### src/logic/asc_cfg.svh
// Register offsets, field positions, reset values and counts for the sampling and clamp control block
`ifndef ASC_CFG_SVH
`define ASC_CFG_SVH

// Register offsets (word index equals printed offset)
`define ASC_OFF_LINE_LEN 10'h007
`define ASC_OFF_WIN_START 10'h008
`define ASC_OFF_WIN_END 10'h009
`define ASC_OFF_CLP_END 10'h00A
`define ASC_OFF_PIX_TIM 10'h00B
`define ASC_OFF_PIX_PER 10'h00C
`define ASC_OFF_STATUS 10'h00D
`define ASC_OFF_PIX_CNT 10'h00E
`define ASC_OFF_CLP_SEL_LO 10'h010
`define ASC_OFF_CLP_SEL_HI 10'h011
`define ASC_OFF_CHAN_CFG0 10'h012
`define ASC_OFF_MISC 10'h18F

// Channel config fields
`define ASC_CFG_POL 0
`define ASC_CFG_HOLD 1
`define ASC_CFG_BREF 2
`define ASC_CFG_GAIN_LSB 4
`define ASC_CFG_GAIN_MSB 9

// Misc control bits
`define ASC_MISC_AUTO_DIS 0
`define ASC_MISC_WIN_EN 1
`define ASC_MISC_SYNC_SRC 2

// Reset values
`define ASC_RST_LINE_LEN 16'h1000
`define ASC_RST_PIX_TIM 16'h2420
`define ASC_RST_PIX_PER 8'h08
`define ASC_RST_CLP_END 8'h01
`define ASC_RST_ZERO16 16'h0000

// External line sync must be seen high this many cycles before a pulse is made
`define ASC_XSYNC_QUAL 3'h3
`define ASC_XSYNC_DONE 3'h4

`endif

### src/logic/asc_pkg.sv
// Types shared by the sampling and clamp control block
package asc_pkg;

   // Clamp mode select encoding per channel
   typedef enum logic [1:0] {
      ASC_CLP_PIXEL = 2'h0,
      ASC_CLP_LINE = 2'h1,
      ASC_CLP_NONE_INT = 2'h2,
      ASC_CLP_NONE_EXT = 2'h3
   } asc_clp_mode_t;

   // Per-channel control bundle toward the analog side
   typedef struct packed {
      logic polarity;
      logic hold_mode;
      logic black_ref_en;
      logic black_ref_ext;
      asc_clp_mode_t clamp_mode;
      logic [1:0] level_src;
      logic [1:0] dac_sel;
      logic [5:0] gain;
      logic clamp_on;
      logic ref_sample;
      logic data_sample;
   } asc_chan_t;

endpackage

### src/logic/asc_sampling_clamp_ctrl.sv
// Sampling mode, input clamp, clamp window, line sync and analog gain control for four channels
// Function
// - Per-channel input polarity select bit
// - Double sampling: reference then data per pixel
// - Sample-hold uses only the data pulse
// - Clamp mode held per channel
// - Unclamped 2 internal, 3 external ground reference
// - Line clamp uses reference pulse inside window
// - No line clamp while in sample-hold
// - Window start/end counted from sync falling edge
// - Group A serves channels 1-2, B 3-4
// - Clamp pulse starts at reference pulse rise
// - Clamp width half reference, or programmed end
// - Pixel clamp inside window uses reference pulse
// - Clamp window high after reset until enabled
// - Register offsets 7,8,9,16,17 and 399 bit 1
// - Per-channel clamp level source among three
// - Internal line sync after count, one cycle
`timescale 1ns/10ps
`default_nettype none
`include "asc_cfg.svh"

module asc_sampling_clamp_ctrl #(
   parameter int PIX_W = 8
) (
   input wire logic clk,
   input wire logic reset,
   input wire logic [9:0] reg_addr,
   input wire logic [15:0] reg_wdata,
   input wire logic reg_wr,
   input wire logic reg_rd,
   output logic [15:0] reg_rdata,
   input wire logic ext_line_sync,
   output logic line_sync,
   output logic clamp_window,
   output logic [1:0] ref_sample_pulse,
   output logic [1:0] data_sample_pulse,
   output logic clamp_pulse_group_a,
   output logic clamp_pulse_group_b,
   output asc_pkg::asc_chan_t chan_ctl [4]
);

   // Software-visible registers
   logic [15:0] line_len_r;
   logic [15:0] win_start_r;
   logic [15:0] win_end_r;
   logic [PIX_W-1:0] clp_end_r;
   logic [15:0] pix_tim_r;
   logic [PIX_W-1:0] pix_per_r;
   logic [15:0] clp_sel_r [2];
   logic [15:0] chan_cfg_r [4];
   logic [2:0] misc_r;

   // Timing state
   logic [15:0] lcnt_r;
   logic sync_q1_r;
   logic sync_q2_r;
   logic [2:0] xhi_cnt_r;
   logic line_sync_r;
   logic sync_dly_r;
   logic [PIX_W-1:0] ph_r;
   logic [15:0] pix_cnt_r;
   logic ref_r;
   logic data_r;
   logic clp_on_r;
   logic [PIX_W-1:0] clp_cnt_r;
   logic win_r;

   // Address decode
   wire logic wr_line_len = reg_wr && (reg_addr == `ASC_OFF_LINE_LEN);
   wire logic wr_win_start = reg_wr && (reg_addr == `ASC_OFF_WIN_START);
   wire logic wr_win_end = reg_wr && (reg_addr == `ASC_OFF_WIN_END);
   wire logic wr_clp_end = reg_wr && (reg_addr == `ASC_OFF_CLP_END);
   wire logic wr_pix_tim = reg_wr && (reg_addr == `ASC_OFF_PIX_TIM);
   wire logic wr_pix_per = reg_wr && (reg_addr == `ASC_OFF_PIX_PER);
   wire logic wr_misc = reg_wr && (reg_addr == `ASC_OFF_MISC);

   // Pixel timing fields
   wire logic [3:0] ref_start = pix_tim_r[3:0];
   wire logic [3:0] ref_width = pix_tim_r[7:4];
   wire logic [3:0] dat_start = pix_tim_r[11:8];
   wire logic [3:0] dat_width = pix_tim_r[15:12];
   wire logic auto_dis = misc_r[`ASC_MISC_AUTO_DIS];
   wire logic win_en = misc_r[`ASC_MISC_WIN_EN];
   wire logic sync_ext = ~misc_r[`ASC_MISC_SYNC_SRC];

   // Field extraction of a channel's clamp select byte
   function automatic logic [7:0] clp_field(input logic [15:0] lo, input logic [15:0] hi, input int ch);
      logic [15:0] w;
      w = (ch < 2) ? lo : hi;
      clp_field = (ch % 2 == 0) ? w[7:0] : w[15:8];
   endfunction

   // Register writes; a zero manual end is read as a one-cycle width
   always_ff @(posedge clk) begin
      if (reset) begin
         line_len_r <= `ASC_RST_LINE_LEN;
         win_start_r <= `ASC_RST_ZERO16;
         win_end_r <= `ASC_RST_ZERO16;
         clp_end_r <= PIX_W'(`ASC_RST_CLP_END);
         pix_tim_r <= `ASC_RST_PIX_TIM;
         pix_per_r <= PIX_W'(`ASC_RST_PIX_PER);
         misc_r <= 3'h0;
      end else begin
         if (wr_line_len) line_len_r <= reg_wdata;
         if (wr_win_start) win_start_r <= reg_wdata;
         if (wr_win_end) win_end_r <= reg_wdata;
         if (wr_clp_end) clp_end_r <= reg_wdata[PIX_W-1:0];
         if (wr_pix_tim) pix_tim_r <= reg_wdata;
         if (wr_pix_per) pix_per_r <= reg_wdata[PIX_W-1:0];
         if (wr_misc) misc_r <= reg_wdata[2:0];
      end
   end

   // Clamp select registers, one byte per channel
   genvar g;
   generate
      for (g = 0; g < 2; g++) begin : g_clp_sel
         always_ff @(posedge clk) begin
            if (reset) begin
               clp_sel_r[g] <= `ASC_RST_ZERO16;
            end else if (reg_wr && (reg_addr == `ASC_OFF_CLP_SEL_LO + 10'(g))) begin
               clp_sel_r[g] <= reg_wdata;
            end
         end
      end
      for (g = 0; g < 4; g++) begin : g_chan_cfg
         always_ff @(posedge clk) begin
            if (reset) begin
               chan_cfg_r[g] <= `ASC_RST_ZERO16;
            end else if (reg_wr && (reg_addr == `ASC_OFF_CHAN_CFG0 + 10'(g))) begin
               chan_cfg_r[g] <= reg_wdata;
            end
         end
      end
   endgenerate

   // Read mux; unmapped addresses return zero
   logic [15:0] rd_mux;
   always_comb begin
      rd_mux = 16'h0000;
      if (reg_addr == `ASC_OFF_LINE_LEN) rd_mux = line_len_r;
      else if (reg_addr == `ASC_OFF_WIN_START) rd_mux = win_start_r;
      else if (reg_addr == `ASC_OFF_WIN_END) rd_mux = win_end_r;
      else if (reg_addr == `ASC_OFF_CLP_END) rd_mux = 16'(clp_end_r);
      else if (reg_addr == `ASC_OFF_PIX_TIM) rd_mux = pix_tim_r;
      else if (reg_addr == `ASC_OFF_PIX_PER) rd_mux = 16'(pix_per_r);
      else if (reg_addr == `ASC_OFF_STATUS) rd_mux = {13'h0000, sync_q2_r, clp_on_r, win_r};
      else if (reg_addr == `ASC_OFF_PIX_CNT) rd_mux = pix_cnt_r;
      else if (reg_addr == `ASC_OFF_CLP_SEL_LO) rd_mux = clp_sel_r[0];
      else if (reg_addr == `ASC_OFF_CLP_SEL_HI) rd_mux = clp_sel_r[1];
      else if (reg_addr >= `ASC_OFF_CHAN_CFG0 && reg_addr < `ASC_OFF_CHAN_CFG0 + 10'h004)
         rd_mux = chan_cfg_r[reg_addr[1:0] - 2'h2];
      else if (reg_addr == `ASC_OFF_MISC) rd_mux = {13'h0000, misc_r};
   end

   // Read data valid only in the cycle after the strobe
   always_ff @(posedge clk) begin
      if (reset) reg_rdata <= 16'h0000;
      else reg_rdata <= reg_rd ? rd_mux : 16'h0000;
   end

   // External sync pin synchroniser
   always_ff @(posedge clk) begin
      if (reset) begin
         sync_q1_r <= 1'b0;
         sync_q2_r <= 1'b0;
      end else begin
         sync_q1_r <= ext_line_sync;
         sync_q2_r <= sync_q1_r;
      end
   end

   // Line sync source: internal count or qualified external level
   wire logic int_hit = (lcnt_r >= line_len_r);
   wire logic ext_hit = sync_q2_r && (xhi_cnt_r == `ASC_XSYNC_QUAL);
   wire logic sync_pick_nxt = sync_ext ? ext_hit : int_hit;
   wire logic sync_fall = sync_dly_r && !line_sync_r;

   // Line counter clears on its own pulse so each pulse is one cycle wide
   always_ff @(posedge clk) begin
      if (reset) begin
         lcnt_r <= 16'h0000;
         xhi_cnt_r <= 3'h0;
         line_sync_r <= 1'b0;
         sync_dly_r <= 1'b0;
      end else begin
         lcnt_r <= int_hit ? 16'h0000 : lcnt_r + 16'h0001;
         if (!sync_q2_r) xhi_cnt_r <= 3'h0;
         else if (xhi_cnt_r != `ASC_XSYNC_DONE) xhi_cnt_r <= xhi_cnt_r + 3'h1;
         line_sync_r <= sync_pick_nxt;
         sync_dly_r <= line_sync_r;
      end
   end
   assign line_sync = line_sync_r;

   // Pixel phase and pixel count from the sync falling edge
   wire logic ph_wrap = (ph_r >= pix_per_r - PIX_W'(1));
   always_ff @(posedge clk) begin
      if (reset) begin
         ph_r <= '0;
         pix_cnt_r <= 16'h0000;
      end else if (sync_fall) begin
         ph_r <= '0;
         pix_cnt_r <= 16'h0000;
      end else begin
         ph_r <= ph_wrap ? '0 : ph_r + PIX_W'(1);
         if (ph_wrap && pix_cnt_r != 16'hFFFF) pix_cnt_r <= pix_cnt_r + 16'h0001;
      end
   end

   // Sample pulse windows within the pixel period
   wire logic [PIX_W:0] ph_w = {1'b0, ph_r};
   wire logic ref_nxt = (ph_w >= (PIX_W+1)'(ref_start)) && (ph_w < (PIX_W+1)'(ref_start) + (PIX_W+1)'(ref_width));
   wire logic data_nxt = (ph_w >= (PIX_W+1)'(dat_start)) && (ph_w < (PIX_W+1)'(dat_start) + (PIX_W+1)'(dat_width));
   wire logic ref_rise = ref_nxt && !ref_r;
   wire logic in_win = (pix_cnt_r >= win_start_r) && (pix_cnt_r < win_end_r);
   wire logic win_nxt = !win_en || in_win;

   // Clamp pulse length: half the reference width, or the programmed end
   wire logic [PIX_W-1:0] half_ref = PIX_W'(ref_width >> 1);
   wire logic [PIX_W-1:0] auto_len = (half_ref == '0) ? PIX_W'(1) : half_ref;
   wire logic [PIX_W-1:0] man_len = (clp_end_r == '0) ? PIX_W'(1) : clp_end_r;
   wire logic [PIX_W-1:0] clp_len = auto_dis ? man_len : auto_len;
   wire logic clp_nxt = ref_rise || (clp_on_r && clp_cnt_r < clp_len);

   // Pulse generator; one register stage keeps all outputs aligned
   always_ff @(posedge clk) begin
      if (reset) begin
         ref_r <= 1'b0;
         data_r <= 1'b0;
         clp_on_r <= 1'b0;
         clp_cnt_r <= '0;
         win_r <= 1'b1;
      end else begin
         ref_r <= ref_nxt;
         data_r <= data_nxt;
         clp_on_r <= clp_nxt;
         clp_cnt_r <= ref_rise ? PIX_W'(1) : clp_cnt_r + PIX_W'(1);
         win_r <= win_nxt;
      end
   end
   assign clamp_window = win_r;

   // Group pulses only run when a channel of that group is in pixel clamp
   wire logic [1:0] grp_pix;
   assign grp_pix[0] = (clp_sel_r[0][1:0] == asc_pkg::ASC_CLP_PIXEL)
                    || (clp_sel_r[0][9:8] == asc_pkg::ASC_CLP_PIXEL);
   assign grp_pix[1] = (clp_sel_r[1][1:0] == asc_pkg::ASC_CLP_PIXEL)
                    || (clp_sel_r[1][9:8] == asc_pkg::ASC_CLP_PIXEL);
   assign clamp_pulse_group_a = clp_on_r && grp_pix[0];
   assign clamp_pulse_group_b = clp_on_r && grp_pix[1];
   assign ref_sample_pulse = {2{ref_r}};
   assign data_sample_pulse = {2{data_r}};

   // Per-channel control, registered from next-cycle pulse values
   generate
      for (g = 0; g < 4; g++) begin : g_chan
         wire logic [7:0] sel = clp_field(clp_sel_r[0], clp_sel_r[1], g);
         wire asc_pkg::asc_clp_mode_t mode = asc_pkg::asc_clp_mode_t'(sel[1:0]);
         wire logic is_hold = chan_cfg_r[g][`ASC_CFG_HOLD];
         logic clamp_nxt;
         // Line clamp is refused in sample-hold: droop over a line is too large
         always_comb begin
            case (mode)
               asc_pkg::ASC_CLP_PIXEL: clamp_nxt = win_nxt ? ref_nxt : clp_nxt;
               asc_pkg::ASC_CLP_LINE: clamp_nxt = !is_hold && win_nxt && ref_nxt;
               default: clamp_nxt = 1'b0;
            endcase
         end
         always_ff @(posedge clk) begin
            if (reset) begin
               chan_ctl[g] <= '0;
            end else begin
               chan_ctl[g].polarity <= chan_cfg_r[g][`ASC_CFG_POL];
               chan_ctl[g].hold_mode <= is_hold;
               chan_ctl[g].black_ref_en <= chan_cfg_r[g][`ASC_CFG_BREF];
               chan_ctl[g].black_ref_ext <= (mode == asc_pkg::ASC_CLP_NONE_EXT);
               chan_ctl[g].clamp_mode <= mode;
               chan_ctl[g].level_src <= sel[3:2];
               chan_ctl[g].dac_sel <= sel[5:4];
               chan_ctl[g].gain <= chan_cfg_r[g][`ASC_CFG_GAIN_MSB:`ASC_CFG_GAIN_LSB];
               chan_ctl[g].clamp_on <= clamp_nxt;
               chan_ctl[g].ref_sample <= ref_nxt && !is_hold;
               chan_ctl[g].data_sample <= data_nxt;
            end
         end

         // Checks on each channel
         chk_hold_no_ref: assert property (@(posedge clk) disable iff (reset)
            chan_ctl[g].hold_mode |-> !chan_ctl[g].ref_sample) else $error("ref sample in sample-hold");
         chk_dual_ref: assert property (@(posedge clk) disable iff (reset)
            !chan_ctl[g].hold_mode && ref_r |-> chan_ctl[g].ref_sample) else $error("double sample ref missing");
         chk_line_hold_off: assert property (@(posedge clk) disable iff (reset)
            chan_ctl[g].hold_mode && chan_ctl[g].clamp_mode == asc_pkg::ASC_CLP_LINE |-> !chan_ctl[g].clamp_on)
            else $error("line clamp in sample-hold");
         chk_pix_win_ref: assert property (@(posedge clk) disable iff (reset)
            chan_ctl[g].clamp_mode == asc_pkg::ASC_CLP_PIXEL && clamp_window |-> chan_ctl[g].clamp_on == ref_r)
            else $error("pixel clamp in window not ref pulse");
         chk_unclamp_ref: assert property (@(posedge clk) disable iff (reset)
            chan_ctl[g].clamp_mode == asc_pkg::ASC_CLP_NONE_INT |-> !chan_ctl[g].black_ref_ext && !chan_ctl[g].clamp_on)
            else $error("unclamped internal mode wrong");
         chk_gain_write: assert property (@(posedge clk) disable iff (reset)
            reg_wr && reg_addr == `ASC_OFF_CHAN_CFG0 + 10'(g) |=> ##1 chan_ctl[g].gain == $past(reg_wdata[9:4], 2))
            else $error("gain code not applied");
      end
   endgenerate

   // Helper: measured high time of the clamp pulse
   logic [PIX_W-1:0] clp_meas_r;
   always_ff @(posedge clk) begin
      if (reset) clp_meas_r <= '0;
      else clp_meas_r <= clp_on_r ? clp_meas_r + PIX_W'(1) : '0;
   end

   chk_sync_one_cycle: assert property (@(posedge clk) disable iff (reset)
      line_sync |=> !line_sync) else $error("line sync longer than one cycle");
   chk_int_ls_period: assert property (@(posedge clk) disable iff (reset)
      !sync_ext && int_hit && !wr_misc |=> line_sync) else $error("internal line sync missing");
   chk_clp_start: assert property (@(posedge clk) disable iff (reset)
      $rose(ref_r) |-> clp_on_r) else $error("clamp pulse not at ref rise");
   chk_clp_width: assert property (@(posedge clk) disable iff (reset)
      $fell(clp_on_r) && $stable(pix_tim_r) && $stable(misc_r) && $stable(clp_end_r) && !$past(ref_rise)
      |-> $past(clp_meas_r) + PIX_W'(1) == clp_len) else $error("clamp pulse width wrong");
   chk_window_default: assert property (@(posedge clk) disable iff (reset)
      !win_en |=> clamp_window) else $error("clamp window not high by default");
   chk_window_span: assert property (@(posedge clk) disable iff (reset)
      win_en && (pix_cnt_r < win_start_r) |=> !clamp_window) else $error("window open before start");

   cov_line_sync: cover property (@(posedge clk) disable iff (reset) line_sync);
   cov_group_a_pulse: cover property (@(posedge clk) disable iff (reset) $rose(clamp_pulse_group_a));
   cov_win_open: cover property (@(posedge clk) disable iff (reset) win_en ##1 $rose(clamp_window));

endmodule // asc_sampling_clamp_ctrl

`default_nettype wire

### config.mk
export PLATFORM = sky130hd
export DESIGN_NAME = asc_sampling_clamp_ctrl
export DESIGN_NICKNAME = d
export VERILOG_FILES = /design/src/logic/asc_pkg.sv /design/src/logic/asc_sampling_clamp_ctrl.sv
export VERILOG_INCLUDE_DIRS = /design/src /design/src/logic
export SDC_FILE = /design/constraint.sdc
export NUM_CORES = 1
export LEC_CHECK = 0
export BUFFER_PORTS_ARGS = -buffer_cell sky130_fd_sc_hd__buf_4
export CORE_ASPECT_RATIO = 1.75
export CORE_UTILIZATION = 27
export CTS_CLUSTER_DIAMETER = 200
export DETAILED_ROUTE_END_ITERATION = 6
export SYNTH_ARGS = -nofsm -noshare
export SYNTH_HDL_FRONTEND = slang
export SYNTH_SLANG_ARGS = --single-unit
### constraint.sdc
create_clock -name clk -period 4.3 [get_ports clk]
set_input_delay 0.43 -clock clk [delete_from_list [all_inputs] [get_ports clk]]
set_output_delay 0.43 -clock clk [all_outputs]
set_load 0.02 [all_outputs]
== Yosys cells after proc, flatten, opt, wreduce, memory -nomap -nowiden ==
Memories as Yosys holds them, arrays and structs flattened.
Index checks and enable logic that the tools add are counted.

* Bits in registers: 230
* RAM bits: 96
* Input port bits: 31
* Output and inout bits: 100
* Word-level logic and storage cells: 225
* Memories kept: 2

* Add/subtract/negate cells: 9
* Magnitude comparators: 11
* Equal/unequal tests: 26
* Mux-type cells: 48
* Bitwise gates (word level): 8
* Reduce and logical (&&, ||, !) cells: 59

{| class="wikitable"
|+ Memories
! name !! depth !! bits a word !! rd ports !! clocked after memory_dff !! wr ports !! RTL line !! source
|-
| chan_cfg_r || 4 || 16 || 5 || 0 || 4 || asc_sampling_clamp_ctrl.sv:51 || <nowiki>logic [15:0] chan_cfg_r [4];</nowiki>
|-
| clp_sel_r || 2 || 16 || 2 || 0 || 2 || asc_sampling_clamp_ctrl.sv:50 || <nowiki>logic [15:0] clp_sel_r [2];</nowiki>
|}

{| class="wikitable"
|+ Operators by type and width
! kind !! count
|-
| $mux W16 || 17
|-
| $eq A10 B4 Y1 const B || 7
|-
| $eq A10 B5 Y1 const B || 6
|-
| $logic_and A1 B1 Y1 || 36
|-
| $add A16 B1 Y16 const B || 2
|-
| $ge A16 B16 Y1 || 2
|-
| $mux W1 || 23
|-
| $add A8 B1 Y8 const B || 2
|-
| $ge A8 B4 Y1 || 2
|-
| $logic_not A8 Y1 || 2
|-
| $lt A16 B16 Y1 || 1
|-
| $lt A8 B5 Y1 || 2
|-
| $mux W8 || 2
|-
| $ne A16 B16 Y1 const B || 1
|-
| $add A4 B4 Y5 || 2
|-
| $eq A10 B3 Y1 const B || 1
|-
| $eq A10 B9 Y1 const B || 1
|-
| $ge A10 B5 Y1 const B || 1
|-
| $lt A10 B5 Y1 const B || 1
|-
| $reduce_or A2 Y1 || 5
|-
| $eq A2 B1 Y1 const B || 4
|-
| $eq A2 B2 Y1 const B || 4
|-
| $ge A8 B8 Y1 || 1
|-
| $logic_not A2 Y1 || 4
|-
| 13 further kinds || 32
|}

== Depth between registers and ports, before layout ==
Gate-level depths: netlist (run 1).

* Word-level depth: 13
* Mapped depth: 14
* Mapped depth without buffers: 13

== Least setup slack after synthesis (run 1) ==
Ideal clock, no wire load.

* Kind: reg-to-reg
* From: register pix_per_r[2]
* To: register pix_cnt_r[15]
* Arrival: 3.106 ns
* Data required time: 4.230 ns
* Path slack: 1.124 ns
* Cell stages (with the launch flop): 13
* Buffers on the path: 1
* Cell sequence: dfxtp_1 or4_1 nor4_1 xnor2_1 ha_1 o21a_1 nor2_1 a2111oi_2 nor2_1 or4_1 buf_2 or4_1 a21oi_1

* Longest elaborated chain between the ends: 3

{| class="wikitable"
|+ RTL lines
! element !! RTL line !! source
|-
| from (decl) || asc_sampling_clamp_ctrl.sv:49 || <nowiki>logic [PIX_W-1:0] pix_per_r;</nowiki>
|-
| from (signal assigned) || asc_sampling_clamp_ctrl.sv:102 || <nowiki>pix_per_r <= PIX_W'(`ASC_RST_PIX_PER);</nowiki>
|-
| from (signal assigned) || asc_sampling_clamp_ctrl.sv:110 || <nowiki>if (wr_pix_per) pix_per_r <= reg_wdata[PIX_W-1:0];</nowiki>
|-
| $sub A8 B1 Y8 || asc_sampling_clamp_ctrl.sv:198 || <nowiki>wire logic ph_wrap = (ph_r >= pix_per_r - PIX_W'(1));</nowiki>
|-
| $ge A8 B8 Y1 || asc_sampling_clamp_ctrl.sv:198 ||
|-
| $logic_and A1 B1 Y1 || asc_sampling_clamp_ctrl.sv:208 || <nowiki>if (ph_wrap && pix_cnt_r != 16'hFFFF) pix_cnt_r <= pix_cnt_r + 16'h0001;</nowiki>
|-
| to (signal assigned) || asc_sampling_clamp_ctrl.sv:208 ||
|-
| to (decl) || asc_sampling_clamp_ctrl.sv:62 || <nowiki>logic [15:0] pix_cnt_r;</nowiki>
|}

Every way passes these cells.
A chain may end at the register's enable or synchronous reset.

== Worst setup path after layout (run 1) ==
Ends and elaborated chain as after synthesis.

==> results of run 1 <==
## worst max-delay path: stages (launching register included)
cell	delay (ps)
dfxtp_1	380
or4_1	560
nor4_1	260
xnor2_1	120
ha_1	280
o21a_1	120
nor2_1	60
a2111oi_2	200
nor2_1	180
or4_1	710
or4_1	460
a21oi_1	150
## per-layer routing
metal	routed length (microns)	global-route usage, %
met5	23	0
met4	3500	11.76
met3	2846	2.634
met2	27250	33.30
met1	18660	18.49
## Yosys cell counts, types with 6 or more instances
cell	number	area, sq um
dfxtp_1	230	4604
nand2_1	145	544.3
nor2_1	115	431.7
a21oi_1	104	520.5
and2_1	97	606.8
edfxtp_1	96	2883
ha_1	94	1176
inv_1	78	292.8
nor2b_1	72	450.4
nand3_1	56	280.3
clkbuf_1	54	202.7
mux2i_1	40	400.4
o21ai_0	36	180.2
xnor2_1	26	227.7
nor3_1	23	115.1
xor2_1	21	183.9
buf_2	19	95.09
mux4_2	18	405.4
and3_1	17	106.4
nand2b_1	17	106.4
a221oi_1	16	140.1
a22o_1	16	140.1
a211oi_1	13	97.59
a21o_1	11	82.58
nor4_1	11	68.82
a31oi_1	10	62.56
buf_4	9	67.56
nand4_1	7	43.79
a211o_1	6	52.55
a22oi_1	6	45.04
buf_1	6	22.52
o21a_1	6	45.04
or3_1	6	37.54
## flip-flops by register name, indices dropped and copies added, names as in the netlist, 3 cells and up
register / cells
win_end_r: 16
chan_ctl: 73
pix_per_r: 8
lcnt_r: 16
reg_rdata: 16
ph_r: 8
clp_end_r: 8
pix_tim_r: 16
chan_cfg_r: 64
win_start_r: 16
clp_sel_r: 32
xhi_cnt_r: 3
line_len_r: 16
clp_cnt_r: 8
misc_r: 3
pix_cnt_r: 16
## cells by family (layout without fill, tap and decap cells)
| group | count (synthesis) | after routing | share of synthesized area [%] |
|---|---|---|---|
| compound gates | 258 | 258 | 10.85 |
| xor+xnor | 47 | 47 | 2.684 |
| fa+ha+maj | 96 | 96 | 7.930 |
| buf+inv | 166 | 288 | 4.438 |
| flops | 326 | 326 | 48.82 |
| mux | 59 | 59 | 5.328 |
| other cells | 0 | 1 | 0 |
| simple gates | 597 | 597 | 19.95 |
## final timing paths
check	endpoint	slack, ps	startpoint
worst min register to register	sync_q2_r$_SDFF_PP0_	450	sync_q1_r$_SDFF_PP0_
worst min-delay path	sync_q1_r$_SDFF_PP0_	70	ext_line_sync
worst max register to register	pix_cnt_r[15]$_SDFFE_PP0P_	750	pix_per_r[2]$_SDFFE_PP0P_
worst max-delay path	pix_cnt_r[15]$_SDFFE_PP0P_	750	pix_per_r[2]$_SDFFE_PP0P_
## power breakdown
group          leakage [nW]  internal, W  switching, W
Sequential             2.79      0.00326     0.0000754
Clock                 0.486      0.00150       0.00122
Combinational          3.67     0.000181      0.000318
## layout make-up
type	instances	area, sq um	share of cell area, %
Sequential cell	326	7487	41.66
Tap cell	702	878.3	4.887
Timing Repair Buffer	154	1156	6.432
Inverter	78	292.8	1.629
Antenna cell	1	2.502	0.01392
Clock buffer	47	905.9	5.040
Clock inverter	9	76.32	0.4246
Multi-Input combinational cell	1057	7174	39.92
## stage by stage
stage / power, W / area, sq um / utilization [%]
6_report: 0.006562 / 17970 / 32.03
5_1_grt: 0.006768 / 17970 / 32.03
4_1_cts: 0.006621 / 17970 / 32.02
3_5_place_dp: 0.003906 / 16990 / 30.27
3_3_place_gp: 0.003899 / 16990 / 30.27
2_1_floorplan: 0.003655 / 15340 / -
==> flow_summary.ini, run 1 <==
[routing]
vias_per_cell = 5.074
remaining_drc_errors = 0
drtAntennaViolNets = 0
wl_per_cell_microns = 22.02
routed_wl_microns = 52280
drtIter0Drc = 926
routed-via-count = 12050
drtPass1Iterations = 7

[clock_network]
root_buffer = clkbuf_16
cts_setup_buffers = 0
insertion_delay_ps = 590
hold_buffers = 0
htreeDepth = 1
cts_sinks = 326
clockBufferDepth = 3
cts.clk_slew.worst_paths_ps = 70
cts_resized = 0
cts_tree = built
cts-buffers-inserted = 30

[hold_path]
min_path_cells = 2
hold_path_class = input port to flip-flop

[timing]
tightest_slew_ps = 961.8
setup_tns_ps = 0
hold_violations = 0
max_freq_mhz = 281.9
layout_setup_ws_ps = 752.1
post-route-period-util_pct = 82.51
worst_slew_margin_rel_pct = 35.88
rsz0062_at_grt = false
skew_ps = 16.30
setup_viol = 0
holdWs_ps = 67.31
period_minus_slack_ps = 3548
slew_violations = 0

[finish]
syn2layout_area_growth_pct = 17.20
final_common_cell = dfxtp_1
nets = 1774
instances_no_fill = 2374
final_cell_mix = 230 x dfxtp_1, 154 x buf_4, 145 x nand2_1, 115 x nor2_1, 104 x a21oi_1
drive_above_1_share_pct = 14.18
fill_cells = 5786

[floorplanning]
io_pins = 131
rows = 115
core_sq_um = 56120
initial_core_util_pct = 27.33
dieArea_sq_um = 57790
die_h_microns = 317.3
die_w_microns = 182.2

[global_route]
grt_pass1_vias = 12140
grt_first_pass_wirelength_microns = 76520
antenna_found_initial = 3
grt_max_degree = 78
grt.overflow.total = 0
grt_usage_pct = 17.85

[yosys]
ys_types = 70
yosys_warnings = 0
synthCells = 1549
yosysSeqAreaShare_pct = 48.82
synth.net_count = 1676
syn_area_per_cell_sq_um = 9.901
ys_ff_latch = 326
ys.flop_type = dfxtp_1
synth_area_sq_um = 15340
synth-edff-count = 96
ys_async_sr_fraction_pct = 0

[placement]
dpl.hpwl_microns = 39150
dp_slack_ps = 753.4
place_congestion = 0.9082
port_buffers = 130
dp.cells = 2317

[setup_path]
worst_setup_path_end_kind = flip-flop
reg2regPathDepth = 11
path_class = flip-flop to flip-flop
cp-start-kind = flip-flop
arrival_ps = 4070
cp.required_ps = 4820
cp_max_fo = 10

[flow_run]
maxCapViolCount = 0

[power_and_ir_drop]
vdd_drop_max_mv = 0.2919
p_leak_nw = 6.943
p_per_area_nw_per_um2 = 365.1

[outcome]
status = completed
(Power assumes the default switching activity.)
==> inputs of run 2 (changes only) <==
==> constraint.sdc (replaced) <==
create_clock -name clk -period 3.25 [get_ports clk]
set_input_delay 0.325 -clock clk [delete_from_list [all_inputs] [get_ports clk]]
set_output_delay 0.325 -clock clk [all_outputs]
set_load 0.02 [all_outputs]
==> run 2 against run 1 <==
Net effect: the run now ends with setup timing left; utilization rose by 0.85 points; first-iteration DRC count decreased by 6.6%; worst setup slack got worse by 760 ps; register-to-register slack got worse by 760 ps; flip-flop and latch count is the same; final area up 2.7%; worst hold slack worse by 18 ps; clock power up 41%; final cell count grew 1.8%; routed wire length down 0.87%; critical path depth grew 1; critical path type unchanged; largest cell class unchanged.
==> flow_summary.ini, run 2 (synthesized netlist as in run 1, its figures left out) <==
[outcome]
status = finished, violations left
violations = setup timing

[clock_network]
insertion_delay_ps = 590
cts_sinks = 326
htreeDepth = 1
cts_tree = built
cts-buffers-inserted = 31
cts.clk_slew.worst_paths_ps = 70
root_buffer = clkbuf_16
clockBufferDepth = 3

[timing]
slew_violations = 0
post-route-period-util_pct = 100.3
tightest_slew_ps = 1064
skew_ps = 12.25
period_minus_slack_ps = 3261
rsz0062_at_grt = true
worst_slew_margin_rel_pct = 28.35
holdWs_ps = 48.94
layout_setup_ws_ps = -10.82
setup_viol = 1
max_freq_mhz = 306.7
hold_violations = 0

[finish]
syn2layout_area_growth_pct = 20.31
final_common_cell = dfxtp_1
drive_above_1_share_pct = 17.15
largest_reg_flops = 73
reg.largest.list = chan_ctl (73), chan_cfg_r (64), clp_sel_r (32)
n_antenna_cell = 0
fin_area_sq_um = 18450
largest_register = chan_ctl
final_cell_mix = 228 x dfxtp_1, 192 x buf_4, 145 x nand2_1, 112 x nor2_1, 102 x a21oi_1
final_core_util_pct = 32.88
nets = 1817

[floorplanning]
initial_core_util_pct = 27.33
die_w_microns = 182.2
rows = 115
io_pins = 131
dieArea_sq_um = 57790
core_sq_um = 56120
die_h_microns = 317.3

[routing]
wl_met1_microns = 18390
vias_per_cell = 4.983
routed-via-count = 12040
drtIter0Drc = 865
wl_per_cell_microns = 21.45
drtAntennaViolNets = 0
routed_wl_microns = 51820
drtPass1Iterations = 5
remaining_drc_errors = 0
wl_met2_microns = 27350
highest_layer = met5
wl_met3_microns = 2781

[power_and_ir_drop]
swShare_pct = 24.50
p_leak_nw = 7.186
pwr-share-clk_pct = 43.0
p_int_w = 0.006743
power_frac_comb_pct = 7.7
vdd_drop_max_mv = 0.3761
seqPwrFrac_pct = 49.3
p_switching_w = 0.002188
p_per_area_nw_per_um2 = 484.0
power.total_w = 0.008931

[hold_path]
hold_path_class = input port to flip-flop

[placement]
placed_area_sq_um = 17290
place_congestion = 0.9335
dpl.hpwl_microns = 40000
port_buffers = 130

[setup_path]
arrival_ps = 3780
worst_setup_path_end_kind = flip-flop
path_class = flip-flop to flip-flop
cp-start-kind = flip-flop
cp.required_ps = 3760
cp_max_fo = 5

[global_route]
antenna_found_initial = 1
grt.overflow.total = 0
grt_pass1_vias = 12130
grt_max_degree = 53
grt_first_pass_wirelength_microns = 76530
grt_usage_pct = 17.85

[flow_run]
maxCapViolCount = 0
run 2: cell count changes in the layout (fill, tap and decap cells not counted), sizes merged:
cell and change:
bufinv +3, clkbuf -5, buf +40, diode -1
dlygate4sd3 +1, or4 +1, inv +1, clkinvlp +3
clkinv -1
run 2: path summary, 6_finish.rpt:
| path | startpoint | end | slack, ps | cells after the start |
|---|---|---|---|---|
| worst max-delay path | pix_per_r[2]$_SDFFE_PP0P_ | pix_cnt_r[15]$_SDFFE_PP0P_ | -10 | 12 |
| worst min-delay path | reg_wdata[13] | win_start_r[13]$_SDFFE_PP0P_ | 50 | 3 |
| worst max register to register | pix_per_r[2]$_SDFFE_PP0P_ | pix_cnt_r[15]$_SDFFE_PP0P_ | -10 | 12 |
| worst min register to register | sync_q1_r$_SDFF_PP0_ | sync_q2_r$_SDFF_PP0_ | 450 | 1 |
run 2: what timing repair did:
| action | CTS | global route |
|---|---|---|
| setup endpoints to repair | 5 | 3 |
| pin swaps | 2 | 8 |
| resized for setup | 4 | 14 |
| setup buffers | 0 | 1 |
| hold buffers | 1 | 0 |
| hold endpoints to repair | 1 | 0 |
| cloned | 0 | 1 |
run 2: layout make-up:
class	count	area (sq um)
well taps	702	878.3
clock inverters	15	195.2
multi-input cells	1058	7254
fillers	5714	37660
repair buffers	195	1483
inverters	78	292.8
flip-flops and latches	326	7490
clock buffers	42	858.3
run 2: power by group through the flow:
stage / combinational (W) / clock, W / sequential [W]
after detailed placement: 0.000686 / 0 / 0.00450
after CTS: 0.000689 / 0.00392 / 0.00441
after floorplan: 0.000319 / 0 / 0.00452
final: 0.000685 / 0.00384 / 0.00441
after global placement: 0.000680 / 0 / 0.00450
after global routing: 0.000730 / 0.00404 / 0.00442
run 2: per-stage QoR:
| step | setup slack [ps] | setup TNS, ps | instances |
|---|---|---|---|
| global placement | -105.2 | -105.2 | 2356 |
| floorplan | 73.85 | 0 | 1549 |
| finish | -10.82 | -10.82 | 2416 |
| CTS | 31.51 | 0 | 2414 |
| global route | -72.74 | -116.8 | 2416 |
| detailed placement | -94.57 | -100.0 | 2356 |
run 2: worst max-delay path: stages, from the launching register on:
cell       delay (ps)
dfxtp_2           320
or4_4             560
buf_6             140
nor2_4             70
xnor2_1            70
ha_1              280
o21a_1            140
nor2_2             50
a2111oi_4         270
nor2_2            110
or4_4             590
or4_4             440
a21oi_2           140
run 2: per-layer routing:
metal	vias to the layer above	track usage, %
met5	-	0
met4	2	10.98
met3	119	2.325
met2	412	33.84
met1	5816	18.52
li1	5689	-
